===== src/core/vemt_map.svh =====
// register offsets, bit positions, reset values and timing counts of the mode/timing bank
// assumes an 8-bit register space reached by a 5-bit subaddress
`ifndef VEMT_MAP_SVH
`define VEMT_MAP_SVH
`define VEMT_OFS_OUTPUT_POWER 5'h04
`define VEMT_OFS_TIMING_ROLE 5'h07
`define VEMT_OFS_SYNC_SHAPE 5'h08
`define VEMT_RST_OUTPUT_POWER 8'h00
`define VEMT_RST_TIMING_ROLE 8'h00
`define VEMT_RST_SYNC_SHAPE 8'h00
`define VEMT_B_FMT 0
`define VEMT_B_YPBPR 1
`define VEMT_B_SYNCALL 2
`define VEMT_B_LONGV 3
`define VEMT_B_PED 4
`define VEMT_B_BFILT 5
`define VEMT_B_SLEEP 6
`define VEMT_B_MASTER 0
`define VEMT_B_BLANK 3
`define VEMT_B_PIXPORT 6
`define VEMT_B_TCR 7
`define VEMT_VS_PAL_HALFLINES 3'h5
`define VEMT_VS_NTSC_HALFLINES 3'h6
`define VEMT_LUMA_STEP_NS 74
`define VEMT_CLOCK_NS 25
`define VEMT_LUMA_STEP_CYC ((`VEMT_LUMA_STEP_NS + `VEMT_CLOCK_NS - 1) / `VEMT_CLOCK_NS)
`endif


===== src/core/vemt_pkg.sv =====
// types of the mode/timing register bank
// used by vemt_regs; constants live in vemt_map.svh
package vemt_pkg;
    typedef enum logic [3:0] {
        BusIdle, BusAddr, BusAddrAck, BusSub, BusSubAck, BusWr, BusWrAck, BusRd, BusRdAck
    } vemt_bus_state_t;

    typedef struct packed {
        logic componentOut;
        logic ypbprSel;
        logic syncOnAll;
        logic [2:0] vsyncHalfLines;
        logic pedestalOn;
        logic blankFilterOn;
        logic master;
        logic [1:0] timingMode;
        logic blankInputHonoured;
        logic [3:0] lumaDelayCycles;
        logic pixelPortCfg;
        logic [1:0] hsyncWidthSel;
        logic [1:0] hsyncFieldOffset;
        logic [1:0] hsyncFieldEdgeDelay;
        logic [1:0] vsyncWidthSel;
        logic [1:0] hsyncPixelOffset;
    } vemt_cfg_t;
endpackage : vemt_pkg


===== src/core/vemt_regs.sv =====
// mode/timing control bank of a video encoder, reached over the two-wire serial bus
// assumes scl/sda arrive asynchronously, lineStart is a one-cycle pulse on this clock
// Notes on behaviour
// one mode bit picks composite or component (RGB/YPbPr) output arrangement.
// a second mode bit turns component outputs from RGB into YPbPr.
// sync-on-color bit puts sync on red, green and blue outputs.
// long vertical bit in slave accepts 2.5 line PAL, 3 line NTSC vsync.
// long vertical bit in master drives 3 line NTSC, 2.5 line PAL vsync.
// pedestal bit adds NTSC setup; ignored in PAL.
// filter bit enables blanking-region filter outside active video.
// sleep bit enters sleep; registers stay readable and writable.
// sleep ends when the bit clears or on reset.
// host writes zero to the reserved top mode bit.
// first timing register is readable and writable, reads return contents.
// bit zero of first timing register picks master or slave.
// two-bit field selects the timing mode.
// one bit decides if blank input is honoured in slave mode.
// luma delay field delays luma by 74 ns per count; the code rounds each count up to three 25 ns clocks (75 ns).
// host writes zero to the pixel port bit.
// low-high-low on counter reset bit clears the timing counters.
// host pulses counter reset after power-up, reset, and mode change.
// second timing register read/write; low field sets master hsync width.
// next field shifts hsync against field/vsync output.
// bits 5:4 are field-edge delay in mode 1, vsync width in mode 2.
// top field shifts hsync against pixel data, master and slave.
// settings apply at line start, whole register at once; the sleep bit and the counter reset bit act at once on the host copy instead.
`include "vemt_map.svh"
`timescale 1ns/1ps
`default_nettype none
module vemt_regs #(
    parameter logic [6:0] DEV_ADDR = 7'h2a // arbitrary bus address
) (
    input wire logic clock, // 40 MHz
    input wire logic arst_n, // asynchronous reset
    input wire logic sclIn, // serial clock pin
    input wire logic sdaIn, // serial data pin level
    output logic sdaOut, // always low when driven
    output logic sdaOe_n, // low while pulling sda low
    input wire logic palMode, // video standard from the encoder, 1 = PAL
    input wire logic lineStart, // start of a video line
    output vemt_pkg::vemt_cfg_t cfg, // applied configuration
    output logic sleepActive, // low-power state
    output logic timingCounterClear // one-cycle pulse
);
    vemt_pkg::vemt_bus_state_t st_q, st_d;
    logic [2:0] sclSync_q, sclSync_d;
    logic [2:0] sdaSync_q, sdaSync_d;
    logic sclF_q, sclF_d;
    logic sdaF_q, sdaF_d;
    logic [2:0] bitCnt_q, bitCnt_d;
    logic [7:0] shift_q, shift_d;
    logic [4:0] subAddr_q, subAddr_d;
    logic rdMode_q, rdMode_d;
    logic drive_q, drive_d;
    // set by the first address bit after a start
    logic addrSeen_q, addrSeen_d;
    logic [7:0] outPow_q, outPow_d;
    logic [7:0] timRole_q, timRole_d;
    logic [7:0] syncShape_q, syncShape_d;
    logic [7:0] outPowA_q, outPowA_d;
    logic [7:0] timRoleA_q, timRoleA_d;
    logic [7:0] syncShapeA_q, syncShapeA_d;
    logic tcrArmed_q, tcrArmed_d;
    logic tcrClr_q, tcrClr_d;
    logic sleep_q, sleep_d;
    vemt_pkg::vemt_cfg_t cfg_q, cfg_d;
    logic sclRise, sclFall;
    logic startCond, stopCond;

    // unmapped subaddresses read as zero but are still acked, so a host scan never stalls
    function automatic logic [7:0] readReg(input logic [4:0] a, input logic [7:0] p,
                                           input logic [7:0] t, input logic [7:0] s);
        logic [7:0] v;
        v = 8'h00;
        unique case (a)
            `VEMT_OFS_OUTPUT_POWER: v = p;
            `VEMT_OFS_TIMING_ROLE: v = t;
            `VEMT_OFS_SYNC_SHAPE: v = s;
            default: v = 8'h00;
        endcase
        return v;
    endfunction : readReg

    // pins: three stages, a level counts once stages two and three agree
    always_comb begin
        sclSync_d = {sclSync_q[1:0], sclIn};
        sdaSync_d = {sdaSync_q[1:0], sdaIn};
        sclF_d = (sclSync_q[1] == sclSync_q[2]) ? sclSync_q[2] : sclF_q;
        sdaF_d = (sdaSync_q[1] == sdaSync_q[2]) ? sdaSync_q[2] : sdaF_q;
    end

    assign sclRise = sclF_d & ~sclF_q;
    assign sclFall = ~sclF_d & sclF_q;
    assign startCond = sclF_q & sclF_d & sdaF_q & ~sdaF_d;
    assign stopCond = sclF_q & sclF_d & ~sdaF_q & sdaF_d;

    // serial slave with auto-incrementing subaddress
    always_comb begin
        st_d = st_q;
        bitCnt_d = bitCnt_q;
        shift_d = shift_q;
        subAddr_d = subAddr_q;
        rdMode_d = rdMode_q;
        drive_d = drive_q;
        addrSeen_d = addrSeen_q;
        outPow_d = outPow_q;
        timRole_d = timRole_q;
        syncShape_d = syncShape_q;
        if (startCond) begin
            st_d = vemt_pkg::BusAddr;
            bitCnt_d = 3'h0;
            drive_d = 1'b0;
            addrSeen_d = 1'b0;
        end else if (stopCond) begin
            st_d = vemt_pkg::BusIdle;
            drive_d = 1'b0;
        end else if (sclRise) begin
            unique case (st_q)
                vemt_pkg::BusAddr, vemt_pkg::BusSub, vemt_pkg::BusWr, vemt_pkg::BusRd: begin
                    shift_d = (st_q == vemt_pkg::BusRd) ? shift_q : {shift_q[6:0], sdaF_d};
                    bitCnt_d = bitCnt_q + 3'h1;
                    if (st_q == vemt_pkg::BusAddr) begin
                        addrSeen_d = 1'b1;
                    end
                end
                vemt_pkg::BusRdAck: rdMode_d = ~sdaF_d; // master ack keeps reading
                default: ;
            endcase
        end else if (sclFall) begin
            unique case (st_q)
                vemt_pkg::BusAddr: begin
                    // the scl fall that closes a start comes before any bit: not a full byte
                    if (bitCnt_q == 3'h0 && addrSeen_q) begin
                        if (shift_q[7:1] == DEV_ADDR) begin
                            st_d = vemt_pkg::BusAddrAck;
                            rdMode_d = shift_q[0];
                            drive_d = 1'b1;
                        end else begin
                            st_d = vemt_pkg::BusIdle;
                        end
                    end
                end
                vemt_pkg::BusSub: begin
                    if (bitCnt_q == 3'h0) begin
                        subAddr_d = shift_q[4:0];
                        st_d = vemt_pkg::BusSubAck;
                        drive_d = 1'b1;
                    end
                end
                vemt_pkg::BusWr: begin
                    if (bitCnt_q == 3'h0) begin
                        // writes stay open during sleep
                        unique case (subAddr_q)
                            `VEMT_OFS_OUTPUT_POWER: outPow_d = shift_q;
                            `VEMT_OFS_TIMING_ROLE: timRole_d = shift_q;
                            `VEMT_OFS_SYNC_SHAPE: syncShape_d = shift_q;
                            default: ;
                        endcase
                        subAddr_d = subAddr_q + 5'h01;
                        st_d = vemt_pkg::BusWrAck;
                        drive_d = 1'b1;
                    end
                end
                vemt_pkg::BusAddrAck: begin
                    if (rdMode_q) begin
                        shift_d = readReg(subAddr_q, outPow_q, timRole_q, syncShape_q);
                        drive_d = ~shift_d[7];
                        st_d = vemt_pkg::BusRd;
                    end else begin
                        drive_d = 1'b0;
                        st_d = vemt_pkg::BusSub;
                    end
                    bitCnt_d = 3'h0;
                end
                vemt_pkg::BusSubAck, vemt_pkg::BusWrAck: begin
                    drive_d = 1'b0;
                    bitCnt_d = 3'h0;
                    st_d = vemt_pkg::BusWr;
                end
                vemt_pkg::BusRd: begin
                    if (bitCnt_q == 3'h0) begin
                        drive_d = 1'b0;
                        st_d = vemt_pkg::BusRdAck;
                    end else begin
                        shift_d = {shift_q[6:0], 1'b0};
                        drive_d = ~shift_q[6];
                    end
                end
                vemt_pkg::BusRdAck: begin
                    // a master nack ends the read; the next read restarts at the last subaddress read
                    if (rdMode_q) begin
                        subAddr_d = subAddr_q + 5'h01;
                        shift_d = readReg(subAddr_d, outPow_q, timRole_q, syncShape_q);
                        drive_d = ~shift_d[7];
                        bitCnt_d = 3'h0;
                        st_d = vemt_pkg::BusRd;
                    end else begin
                        st_d = vemt_pkg::BusIdle;
                    end
                end
                default: ;
            endcase
        end
    end

    // video side: a whole register lands only at a line start, never mid-line
    always_comb begin
        outPowA_d = lineStart ? outPow_q : outPowA_q;
        timRoleA_d = lineStart ? timRole_q : timRoleA_q;
        syncShapeA_d = lineStart ? syncShape_q : syncShapeA_q;
        // sleep acts at once so a clear wakes even with no line timing running
        sleep_d = outPow_q[`VEMT_B_SLEEP];
        // counter reset works on the host copy: the pulse is too short to wait for a line
        tcrArmed_d = timRole_q[`VEMT_B_TCR] ? 1'b1 : 1'b0;
        tcrClr_d = tcrArmed_q & ~timRole_q[`VEMT_B_TCR];
    end

    // cfg is registered so the video side never sees a mix of old and new fields
    always_comb begin
        cfg_d = '0;
        cfg_d.componentOut = outPowA_q[`VEMT_B_FMT];
        cfg_d.ypbprSel = outPowA_q[`VEMT_B_YPBPR];
        cfg_d.syncOnAll = outPowA_q[`VEMT_B_SYNCALL];
        if (outPowA_q[`VEMT_B_LONGV]) begin
            // same length whether accepted as slave or driven as master
            cfg_d.vsyncHalfLines = palMode ? `VEMT_VS_PAL_HALFLINES : `VEMT_VS_NTSC_HALFLINES;
        end
        cfg_d.pedestalOn = outPowA_q[`VEMT_B_PED] & ~palMode;
        cfg_d.blankFilterOn = outPowA_q[`VEMT_B_BFILT];
        cfg_d.master = timRoleA_q[`VEMT_B_MASTER];
        cfg_d.timingMode = timRoleA_q[2:1];
        cfg_d.blankInputHonoured = timRoleA_q[`VEMT_B_BLANK] & ~timRoleA_q[`VEMT_B_MASTER];
        cfg_d.lumaDelayCycles = 4'(timRoleA_q[5:4] * `VEMT_LUMA_STEP_CYC);
        cfg_d.pixelPortCfg = timRoleA_q[`VEMT_B_PIXPORT];
        cfg_d.hsyncWidthSel = syncShapeA_q[1:0];
        cfg_d.hsyncFieldOffset = syncShapeA_q[3:2];
        cfg_d.hsyncFieldEdgeDelay = (timRoleA_q[2:1] == 2'h1) ? syncShapeA_q[5:4] : 2'h0;
        cfg_d.vsyncWidthSel = (timRoleA_q[2:1] == 2'h2) ? syncShapeA_q[5:4] : 2'h0;
        cfg_d.hsyncPixelOffset = syncShapeA_q[7:6];
    end

    always_ff @(posedge clock or negedge arst_n) begin
        if (!arst_n) begin
            sclSync_q <= 3'h7;
            sdaSync_q <= 3'h7;
            sclF_q <= 1'b1;
            sdaF_q <= 1'b1;
            st_q <= vemt_pkg::BusIdle;
            bitCnt_q <= 3'h0;
            shift_q <= 8'h00;
            subAddr_q <= 5'h00;
            rdMode_q <= 1'b0;
            drive_q <= 1'b0;
            addrSeen_q <= 1'b0;
            outPow_q <= `VEMT_RST_OUTPUT_POWER; // reset leaves sleep
            timRole_q <= `VEMT_RST_TIMING_ROLE;
            syncShape_q <= `VEMT_RST_SYNC_SHAPE;
            outPowA_q <= `VEMT_RST_OUTPUT_POWER;
            timRoleA_q <= `VEMT_RST_TIMING_ROLE;
            syncShapeA_q <= `VEMT_RST_SYNC_SHAPE;
            sleep_q <= 1'b0;
            tcrArmed_q <= 1'b0;
            tcrClr_q <= 1'b0;
            cfg_q <= '0;
        end else begin
            sclSync_q <= sclSync_d;
            sdaSync_q <= sdaSync_d;
            sclF_q <= sclF_d;
            sdaF_q <= sdaF_d;
            st_q <= st_d;
            bitCnt_q <= bitCnt_d;
            shift_q <= shift_d;
            subAddr_q <= subAddr_d;
            rdMode_q <= rdMode_d;
            drive_q <= drive_d;
            addrSeen_q <= addrSeen_d;
            outPow_q <= outPow_d;
            timRole_q <= timRole_d;
            syncShape_q <= syncShape_d;
            outPowA_q <= outPowA_d;
            timRoleA_q <= timRoleA_d;
            syncShapeA_q <= syncShapeA_d;
            sleep_q <= sleep_d;
            tcrArmed_q <= tcrArmed_d;
            tcrClr_q <= tcrClr_d;
            cfg_q <= cfg_d;
        end
    end

    // open drain: only ever pulls low, the pull-up supplies the one
    assign sdaOut = 1'b0;
    assign sdaOe_n = ~drive_q;
    assign cfg = cfg_q;
    assign sleepActive = sleep_q;
    assign timingCounterClear = tcrClr_q;
endmodule : vemt_regs
`default_nettype wire


===== config.mk =====
export PLATFORM = sky130hd
export DESIGN_NAME = vemt_regs
export DESIGN_NICKNAME = d
export VERILOG_FILES = /design/src/core/vemt_pkg.sv /design/src/core/vemt_regs.sv
export VERILOG_INCLUDE_DIRS = /design/src /design/src/core
export SDC_FILE = /design/constraint.sdc
export NUM_CORES = 1
export LEC_CHECK = 0
export BUFFER_PORTS_ARGS = -buffer_cell sky130_fd_sc_hd__buf_2
export CAP_MARGIN = 10
export CORE_ASPECT_RATIO = 1.2
export CORE_MARGIN = 4
export CORE_UTILIZATION = 60
export CTS_CLUSTER_DIAMETER = 150
export DETAILED_ROUTE_END_ITERATION = 16
export PLACE_DENSITY = 0.89
export SETUP_SLACK_MARGIN = 0.15
export SYNTH_ARGS = -nofsm -noshare
export SYNTH_HDL_FRONTEND = slang
export SYNTH_SLANG_ARGS = --single-unit
export TNS_END_PERCENT = 30

===== constraint.sdc =====
create_clock -name clock -period 6.3 [get_ports clock]
set_input_delay 0.315 -clock clock [delete_from_list [all_inputs] [get_ports clock]]
set_output_delay 0.315 -clock clock [all_outputs]
set_load 0.01 [all_outputs]

==> results of run 1 <==
stage by stage:
stage	hold WS, ns	cells	utilization (%)	setup WS [ns]	area [um2]
floorplan	0.01941	469	-	3.911	5338
global placement	0.2466	595	63.43	3.384	5461
detailed placement	0.2548	595	63.43	3.203	5461
CTS	0.01296	612	66.29	3.181	5708
global route	0.005291	612	66.29	2.891	5708
finish	0.02366	612	66.29	3.097	5708
routing by layer:
layer	vias up	part of all wire, %	GRT usage, %
met4	0	3.7	10.21
met1	1847	39	28.30
met2	143	52	38.89
met5	-	0	0
li1	1750	-	-
met3	35	5.3	4.345
registers in the layout (all words and copies together) (netlist names), 3 cells and up:
signal	flops
sclSync_q	3
bitCnt_q	3
outPowA_q	6
timRoleA_q	7
cfg	27
subAddr_q	5
st_q	4
syncShapeA_q	8
sdaSync_q	3
shift_q	8
outPow_q	8
syncShape_q	8
timRole_q	8
critical path: cells and delay by family, from the launching register on:
family	cells	cell delay (ns)
adders and majority gates	1	0.48
DFF	1	0.41
AOI/OAI and AO/OA	2	0.32
and+or+nand+nor	4	1.50
muxes	1	0.39
area by class of cell:
class | count | share of cell area, %
sequential | 106 | 46.65
inverter | 17 | 1.118
timing repair buffer | 37 | 3.420
clock inverter | 7 | 1.973
tap | 117 | 2.565
multi-input combinational | 319 | 42.11
clock buffer | 9 | 2.170
synth_stat cells (6+ instances only):
library cell and instances:
ha_1 11, nand2_1 24, a31oi_1 10, mux2_2 45
inv_1 17, a221oi_1 6, nand3_1 8, buf_4 6
o21ai_0 16, nand2b_1 6, a22oi_1 7, buf_6 9
mux2i_1 8, dfstp_2 8, nor2b_1 9, a21oi_1 28
nand3b_1 7, a22o_1 12, nor2_1 27, dfrtp_1 98
and2_1 6
what timing repair did:
action,4_1_cts,5_1_grt
buffers inserted,0,0
endpoints found under the hold margin,21,0
setup endpoints to repair,0,0
hold buffers,1,0
worst paths after layout:
check,from,endpoint,depth (start not counted)
hold / removal,sdaIn,sdaSync_q[0]$_DFF_PN1_,1
setup reg to reg,sclF_q$_DFF_PN1_,syncShape_q[6]$_DFFE_PN0P_,8
max in group asynchronous,arst_n,outPow_q[1]$_DFFE_PN0P_,3
setup / recovery,sclF_q$_DFF_PN1_,syncShape_q[6]$_DFFE_PN0P_,8
hold reg to reg,sdaSync_q[0]$_DFF_PN1_,sdaSync_q[1]$_DFF_PN1_,0
min in group asynchronous,arst_n,cfg[26]$_DFF_PN0_,2
cell families (layout without fill, tap and decap cells):
group,count (synthesis),count (layout),share of synthesized area (%)
flops,106,106,49.88
xor+xnor,3,3,0.4924
fa+ha+maj,12,12,2.766
simple gates,124,124,13.78
compound gates,126,126,16.92
mux,53,53,10.99
buf+inv,44,70,5.087
other cells,1,1,0.07026
power by group through the flow:
stage / Combinational [mW] / Sequential, mW / Clock, mW
after global placement: 0.381 / 0.900 / 0
after global routing: 0.447 / 0.908 / 0.497
after CTS: 0.396 / 0.895 / 0.464
after floorplan: 0.386 / 0.811 / 0
after detailed placement: 0.394 / 0.907 / 0
final: 0.398 / 0.900 / 0.458
==> impl_metrics.csv, run 1 <==
group,metric,value,unit
clock_tree,cts_tree,"yes",
clock_tree,clockBufferDepth,2,
setup_path,crit_type,"flip-flop to flip-flop",
finish,nFillCells,644,
floorplanning,coreArea,0.008611,mm2
finish,nets,507,
clock_tree,clock-sinks,106,
sta,rsz0062_at_grt,"no",
global_route,gr-total-overflow,0,
logic_synthesis,synth_edf_count,0,
power_and_ir_drop,combPwrFrac,22.7,%
logic_synthesis,syn_avg_cell_area,11.38,um2
global_route,grt_pass1_vias,3677,
setup_path,startpoint_type,"flip-flop",
setup_path,cp.required,6.57,ns
sta,setup-violations-final,0,
worst_hold_path,hold_class,"input port to flip-flop",
floorplanning,io_pins,37,
finish,seqCellArea,0.002663,mm2
sta,fin_crit_sh,50.85,%
power_and_ir_drop,p_leak,2.714,nW
floorplanning,die_h,111.3,um
logic_synthesis,synth_top_area_cell,"dfrtp_1",
sta,fin_crit,3.203,ns
logic_synthesis,synth_top_area_share,45.94,%
place,port_buffers,35,
clock_tree,clk_pin_slew_worst_paths,0.10,ns
clock_tree,cts_buffers,9,
setup_path,slowest_delay,0.54,ns
logic_synthesis,syn_nets,486,
power_and_ir_drop,power.internal,1.110,mW
power_and_ir_drop,p_seq_share,51.2,%
place,hpwl,8098,um
place,place.gp.congestion,0.9630,
floorplanning,placementRows,37,
routing,routed_wl,11420,um
logic_synthesis,synthCells,469,
routing,via_count,3775,
setup_path,cp_cell_sequence,"a21o_1 -> o21a_1 -> ha_1 -> nor2b_1 -> nand3_1 -> nor4_1 -> and3_1 -> mux2_2",
clock_tree,clkLatencyLatePin,0.38,ns
logic_synthesis,ys_types,76,
finish,area_growth,6.939,%
floorplanning,start_util,61.99,%
logic_synthesis,syn-cell-area,0.005338,mm2
finish,layout-drive-gt1-share,26.67,%
sta,max-slew-margin-rel,36.05,%
finish,final_common_cell,"dfrtp_1",
finish,multi_input_area,0.002404,mm2
clock_tree,root_buffer,"clkbuf_8",
flow_run,maxCapViolations,0,
power_and_ir_drop,power.total,1.756,mW
power_and_ir_drop,pwr-share-clk,26.1,%
power_and_ir_drop,power.switching,0.6465,mW
floorplanning,dieArea,0.01048,mm2
sta,worst_pin_slew,0.9593,ns
routing,wl_per_cell,18.66,um
routing,route.detailed.drc,0,
logic_synthesis,synth_warnings,0,
global_route,grt_pass1_wl,18810,um
finish,diodes,0,
setup_path,r2r_slack,3.10,ns
clock_tree,cts-htree-levels,3,
logic_synthesis,ys_ff_latch,106,
logic_synthesis,ys_seq_area_share,49.88,%
routing,drt_first_pass_iters,5,
floorplanning,die_x,94.10,um
run_status,status,"complete, no violations",
power_and_ir_drop,ir_drop,0.0002119,V
power_and_ir_drop,power_density,307.7,mW/mm2
logic_synthesis,synth_ff_type,"dfrtp_1",
sta,max_freq,312.2,MHz
clock_tree,cts-resized-gates,0,
setup_path,cp_slowest_cell,"nor4_1",
routing,avgViaCountPerCell,6.168,
setup_path,cp_max_fo,26,
sta,final-hold-violation-count,0,
setup_path,cp_data_arrival_time,3.47,ns
sta,slew_violations,0,
sta,final.setup.tns,0,ns
global_route,antenna_found_initial,0,
sta,finClkSkew,0.01592,ns
logic_synthesis,postSynth.asyncResetShare,100.0,%
power_and_ir_drop,swShare,36.81,%
logic_synthesis,synth_area_leaders,"dfrtp_1 46%, mux2_2 9.5%, dfstp_2 3.9%, a21oi_1 2.6%, ha_1 2.6%",
routing,drt_iter0_drc,349,
routing,postRouteAntennaNets,0,
global_route,grt_max_degree,82,
global_route,track_usage,22.99,%
setup_path,endpoint_kind,"flip-flop",
finish,final_cell_mix,"98 x dfrtp_1, 45 x mux2_2, 34 x buf_2",
Power figures use the tool's default switching activity.
==> inputs of run 2 (changes only) <==
Settings changed: CORE_UTILIZATION 60 to 55, PLACE_DENSITY 0.89 to 0.87.
Clock period 6.3 ns to 2.8 ns, I/O delays scaled along.
==> impl_metrics.csv, run 2 (synthesis results as in run 1) <==
group,metric,value,unit
run_status,status,"complete, no violations",
setup_path,cp_max_fo,8,
routing,postRouteAntennaNets,0,
floorplanning,die_x,97.93,um
flow_run,maxCapViolations,0,
sta,fin_hold_ws,0.3297,ns
setup_path,startpoint_type,"flip-flop",
sta,fin_crit,2.552,ns
clock_tree,cts_buffers,9,
routing,via_count,3870,
power_and_ir_drop,ir_drop,0.0004539,V
sta,max-slew-margin-rel,52.40,%
setup_path,cp.required,3.01,ns
finish,final_common_cell,"dfrtp_1",
sta,fin_crit_sh,91.13,%
sta,final.setup.tns,0,ns
routing,drt_first_pass_iters,5,
floorplanning,start_util,56.09,%
clock_tree,cts-htree-levels,3,
finish,nets,526,
setup_path,cp_data_arrival_time,2.76,ns
routing,drt_iter0_drc,307,
finish,diodes,0,
finish,area_growth,11.42,%
floorplanning,placementRows,39,
global_route,track_usage,22.41,%
sta,final-hold-violation-count,0,
sta,slew_violations,0,
setup_path,endpoint_kind,"flip-flop",
floorplanning,die_h,115.9,um
place,port_buffers,35,
floorplanning,dieArea,0.01135,mm2
floorplanning,io_pins,37,
floorplanning,coreArea,0.009515,mm2
clock_tree,clkLatencyLatePin,0.35,ns
sta,setup-violations-final,0,
routing,routed_wl,11780,um
setup_path,crit_type,"flip-flop to flip-flop",
place,place.gp.congestion,0.9768,
sta,max_freq,391.9,MHz
clock_tree,clk_pin_slew_worst_paths,0.07,ns
global_route,grt_pass1_vias,3991,
place,hpwl,8490,um
routing,avgViaCountPerCell,6.075,
clock_tree,clockBufferDepth,2,
finish,layout-drive-gt1-share,29.38,%
global_route,grt_max_degree,61,
global_route,antenna_found_initial,0,
clock_tree,root_buffer,"clkbuf_16",
finish,largest_reg_flops,27,
routing,wl_per_cell,18.50,um
clock_tree,cts_tree,"yes",
power_and_ir_drop,p_leak,2.839,nW
global_route,gr-total-overflow,0,
sta,rsz0062_at_grt,"yes",
clock_tree,clock-sinks,106,
worst_hold_path,hold_class,"input port to flip-flop",
routing,route.detailed.drc,0,
sta,finClkSkew,0.007059,ns
global_route,grt_pass1_wl,20310,um
finish,final_cell_mix,"98 x dfrtp_1, 45 x mux2_2, 34 x buf_2",
power_and_ir_drop,power_density,708.7,mW/mm2
sta,worst_pin_slew,0.7139,ns
[run 2: what timing repair did]
action                                  CTS  global route
endpoints found under the setup margin    0            30
hold buffers                              4             0
endpoints found under the hold margin    61             0
buffers inserted                          0             0
gates resized for setup                   0             5
[run 2: routing by layer]
layer / routed length (um) / GRT usage, %
met2: 5907 / 38.24
met3: 536 / 3.371
met5: 0 / 0
met4: 492 / 11.17
met1: 4845 / 27.99
[run 2: path summary, 6_finish.rpt]
check	startpoint	endpoint	slack (ns)	depth (start not counted)
max	sclF_q$_DFF_PN1_	st_q[0]$_DFFE_PN0P_	0.25	9
min	lineStart	timRoleA_q[4]$_DFFE_PN0P_	0.33	3
max reg2reg	sclF_q$_DFF_PN1_	st_q[0]$_DFFE_PN0P_	0.25	9
min reg2reg	sclSync_q[0]$_DFF_PN1_	sclSync_q[1]$_DFF_PN1_	0.36	0
max in group asynchronous	arst_n	sdaSync_q[2]$_DFF_PN1_	1.59	3
min in group asynchronous	arst_n	syncShapeA_q[6]$_DFFE_PN0P_	0.38	2
[run 2: cell type report]
type,count,area (um2)
clock buffer,9,225.2
timing repair buffer,56,345.3
sequential,106,2663
clock inverter,7,73.82
multi-input combinational,319,2422
inverter,17,63.81
fill,736,3568
tap,123,153.9
[run 2: where the power goes]
group	total, mW	internal [mW]	switching, mW
clock	1.23	0.630	0.605
combinational	1.00	0.423	0.578
sequential	1.98	1.67	0.312
total	4.21	2.72	1.50
[run 2: per-stage QoR]
| stage | instances | cell area, um2 | util, % | setup WS [ns] | total power, mW |
|---|---|---|---|---|---|
| after global placement | 617 | 5589 | 58.74 | 0.2980 | 2.929 |
| after floorplan | 469 | 5338 | - | 0.4112 | 2.694 |
| final | 637 | 5947 | 62.50 | 0.2485 | 4.215 |
| after detailed placement | 617 | 5589 | 58.74 | 0.1737 | 2.971 |
| after global routing | 637 | 5947 | 62.50 | 0.08704 | 4.440 |
| after CTS | 637 | 5928 | 62.30 | 0.1565 | 4.215 |
[run 2: critical path: stages, from the launching register on]
cell and delay, ns:
dfstp_2 0.57, a21o_1 0.12, o21a_1 0.19, ha_1 0.21
nand4b_1 0.25, nand2_2 0.26, a31oi_1 0.09, o21bai_1 0.33
a211oi_1 0.32, a21oi_1 0.07
==> inputs of run 3 (changes only) <==
Settings changed: ABC_AREA set to 1, CORE_MARGIN 4 to not set, CORE_UTILIZATION 55 to 54, PLACE_DENSITY 0.87 to 0.86.
==> impl_metrics.csv, run 3 <==
group,metric,value,unit
routing,drt_first_pass_iters,10,
setup_path,endpoint_kind,"flip-flop",
finish,post-route-util,60.86,%
logic_synthesis,ys_ff_latch,106,
place,hpwl,8040,um
sta,worst_pin_slew,0.7159,ns
finish,nFillCells,797,
finish,finalNonFillerCells,738,
global_route,grt_max_degree,57,
logic_synthesis,synth_ff_type,"dfrtp_1",
worst_hold_path,hold_class,"input port to flip-flop",
logic_synthesis,ys_types,36,
place,dpl_cell_area,0.005261,mm2
power_and_ir_drop,swShare,29.53,%
setup_path,cp_data_arrival_time,2.72,ns
power_and_ir_drop,combPwrFrac,11.7,%
floorplanning,start_util,55.33,%
floorplanning,dieArea,0.009647,mm2
flow_run,maxCapViolations,0,
sta,max-slew-margin-rel,52.27,%
power_and_ir_drop,ir_drop,0.0003037,V
global_route,antenna_found_initial,0,
floorplanning,die_x,89.83,um
setup_path,crit_end,"shift_q[1]$_DFFE_PN0P_",
global_route,gr-total-overflow,0,
floorplanning,placementRows,38,
setup_path,r2r_slack,0.40,ns
clock_tree,cts_setup_buffers,0,
clock_tree,clockBufferDepth,2,
sta,final-hold-violation-count,0,
setup_path,slowest_delay,0.59,ns
sta,setup-violations-final,0,
logic_synthesis,synth_area_leaders,"dfrtp_1 49%, nand2_1 11%, nand3_1 5.5%, dfstp_2 4.2%, inv_1 3.6%",
global_route,grt_pass1_wl,18300,um
sta,finClkSkew,0.01421,ns
place,dpl_worst_slack,0.2728,ns
routing,route.detailed.drc,0,
logic_synthesis,synth_warnings,0,
finish,nets,630,
setup_path,cp.required,3.12,ns
sta,final.setup.tns,0,ns
logic_synthesis,syn-cell-area,0.004999,mm2
logic_synthesis,ys_seq_area_share,53.27,%
power_and_ir_drop,power_density,535.9,mW/mm2
run_status,status,"complete, no violations",
place,port_buffers,35,
floorplanning,io_pins,37,
setup_path,r2r-end,"shift_q[1]$_DFFE_PN0P_",
finish,final_common_cell,"nand2_1",
finish,layout-drive-gt1-share,17.48,%
routing,wl_per_cell,14.95,um
logic_synthesis,synth_common_cells,"144 x nand2_1, 98 x dfrtp_1, 55 x nand3_1",
routing,postRouteAntennaNets,0,
setup_path,crit_family,"simple AND/OR/NAND/NOR gates",
logic_synthesis,synthCells,577,
clock_tree,clk_pin_slew_worst_paths,0.10,ns
floorplanning,coreArea,0.009034,mm2
logic_synthesis,synth_top_area_cell,"dfrtp_1",
sta,fin_crit,2.404,ns
sta,slew_violations,0,
setup_path,cpMostUsedCell,"nand2_1",
routing,avgViaCountPerCell,5.546,
clock_tree,cts-htree-levels,3,
sta,fin_crit_sh,85.85,%
logic_synthesis,syn_nets,594,
setup_path,cp_slowest_cell,"dfstp_2",
finish,area_growth,9.987,%
logic_synthesis,postSynth.asyncResetShare,100.0,%
sta,setup_slack,0.3962,ns
setup_path,cp_cell_sequence,"a21oi_1 -> nor2_1 -> ha_1 -> inv_1 -> nor2_1 -> a21oi_1 -> nand2_1 -> or2_4 -> nand2_1 -> nand2_1",
logic_synthesis,synth_edf_count,0,
routing,routed_wl,11040,um
place,place.gp.congestion,0.9871,
setup_path,timing.critical_path.buf_inv,1,
setup_path,crit_start,"sclF_q$_DFF_PN1_",
setup_path,r2r_cells,10,
finish,final_cell_mix,"144 x nand2_1, 98 x dfrtp_1, 55 x nand3_1",
sta,rsz0062_at_grt,"no",
power_and_ir_drop,pwr-share-clk,31.5,%
sta,fin_hold_ws,0.2799,ns
power_and_ir_drop,power.internal,2.076,mW
power_and_ir_drop,power.total,2.946,mW
worst_hold_path,hold_depth,3,
power_and_ir_drop,p_leak,2.789,nW
clock_tree,cts_buffers,9,
logic_synthesis,synth_top_area_share,49.06,%
setup_path,cp_max_fo,10,
setup_path,rr_startpoint,"sclF_q$_DFF_PN1_",
routing,via_count,4093,
clock_tree,clock-sinks,106,
routing,drt_iter0_drc,536,
setup_path,crit_type,"flip-flop to flip-flop",
clock_tree,clkLatencyLatePin,0.38,ns
global_route,grt_pass1_vias,3971,
power_and_ir_drop,p_seq_share,56.8,%
finish,diodes,0,
finish,largest_reg_flops,27,
setup_path,startpoint_type,"flip-flop",
setup_path,cp.depth,10,
logic_synthesis,synth_most_common_cell,"nand2_1",
global_route,track_usage,24.20,%
clock_tree,root_buffer,"clkbuf_8",
power_and_ir_drop,power.switching,0.8700,mW
clock_tree,cts_tree,"yes",
floorplanning,die_h,107.4,um
place,dp.cells,718,
finish,design_area,0.005498,mm2
logic_synthesis,syn_avg_cell_area,8.663,um2
sta,max_freq,416.0,MHz
## run 3: how the worst min path moves through the flow
stage,start,to,slack (ns)
after floorplan,arst_n,addrSeen_q$_DFFE_PN0P_,-0.16
after global placement,arst_n,timRoleA_q[2]$_DFFE_PN0P_,0.24
after detailed placement,arst_n,timRole_q[2]$_DFFE_PN0P_,0.25
after CTS,lineStart,syncShapeA_q[7]$_DFFE_PN0P_,0.27
after global routing,lineStart,syncShapeA_q[7]$_DFFE_PN0P_,0.31
final,lineStart,syncShapeA_q[7]$_DFFE_PN0P_,0.28
## run 3: layer usage
| metal | routed length (um) | part of all wire [%] | up-vias | global-route usage [%] |
|---|---|---|---|---|
| li1 | - | - | 1955 | - |
| met1 | 4424 | 40 | 1933 | 28.28 |
| met3 | 493 | 4.5 | 37 | 2.754 |
| met5 | 28 | 0.25 | - | 0 |
| met2 | 5705 | 52 | 166 | 43.63 |
| met4 | 384 | 3.5 | 2 | 13.23 |
## run 3: cell type report
type                       count  area, um2  area share [%]
clock buffer                  10      137.6           2.503
clock inverter                 6      56.30           1.024
sequential                   106       2663           48.43
timing repair buffer          41      245.2           4.461
tap                          120      150.1           2.731
multi-input combinational    392       2009           36.55
inverter                      63      236.5           4.301
## run 3: power groups by stage
stage	logic [mW]	clock network (mW)	registers (mW)
after floorplan	0.220	0	1.68
after global placement	0.336	0	1.70
after detailed placement	0.341	0	1.70
after CTS	0.347	0.951	1.67
after global routing	0.390	1.02	1.68
final	0.345	0.928	1.67
## run 3: cell families after synthesis
kind of cell / share of synthesized area [%]
AO/OA/AOI/OAI: 9.612
adder cells (fa/ha/maj): 2.753
buffers and inverters: 6.583
flip-flops: 53.27
multiplexers: 2.253
other: 0.07502
AND/OR/NAND/NOR: 25.46
## run 3: timing repair
item                                    4_1_cts  5_1_grt
endpoints found under the hold margin        52        0
hold buffers                                  4        0
gates resized for setup                       0        1
endpoints found under the setup margin        0        8
## run 3: worst min-delay path: cells and delay by family
family,cells,cell delay [ns]
buffers and inverters,1,0.28
and+or+nand+nor,1,0.16
AOI/OAI and AO/OA,1,0.04
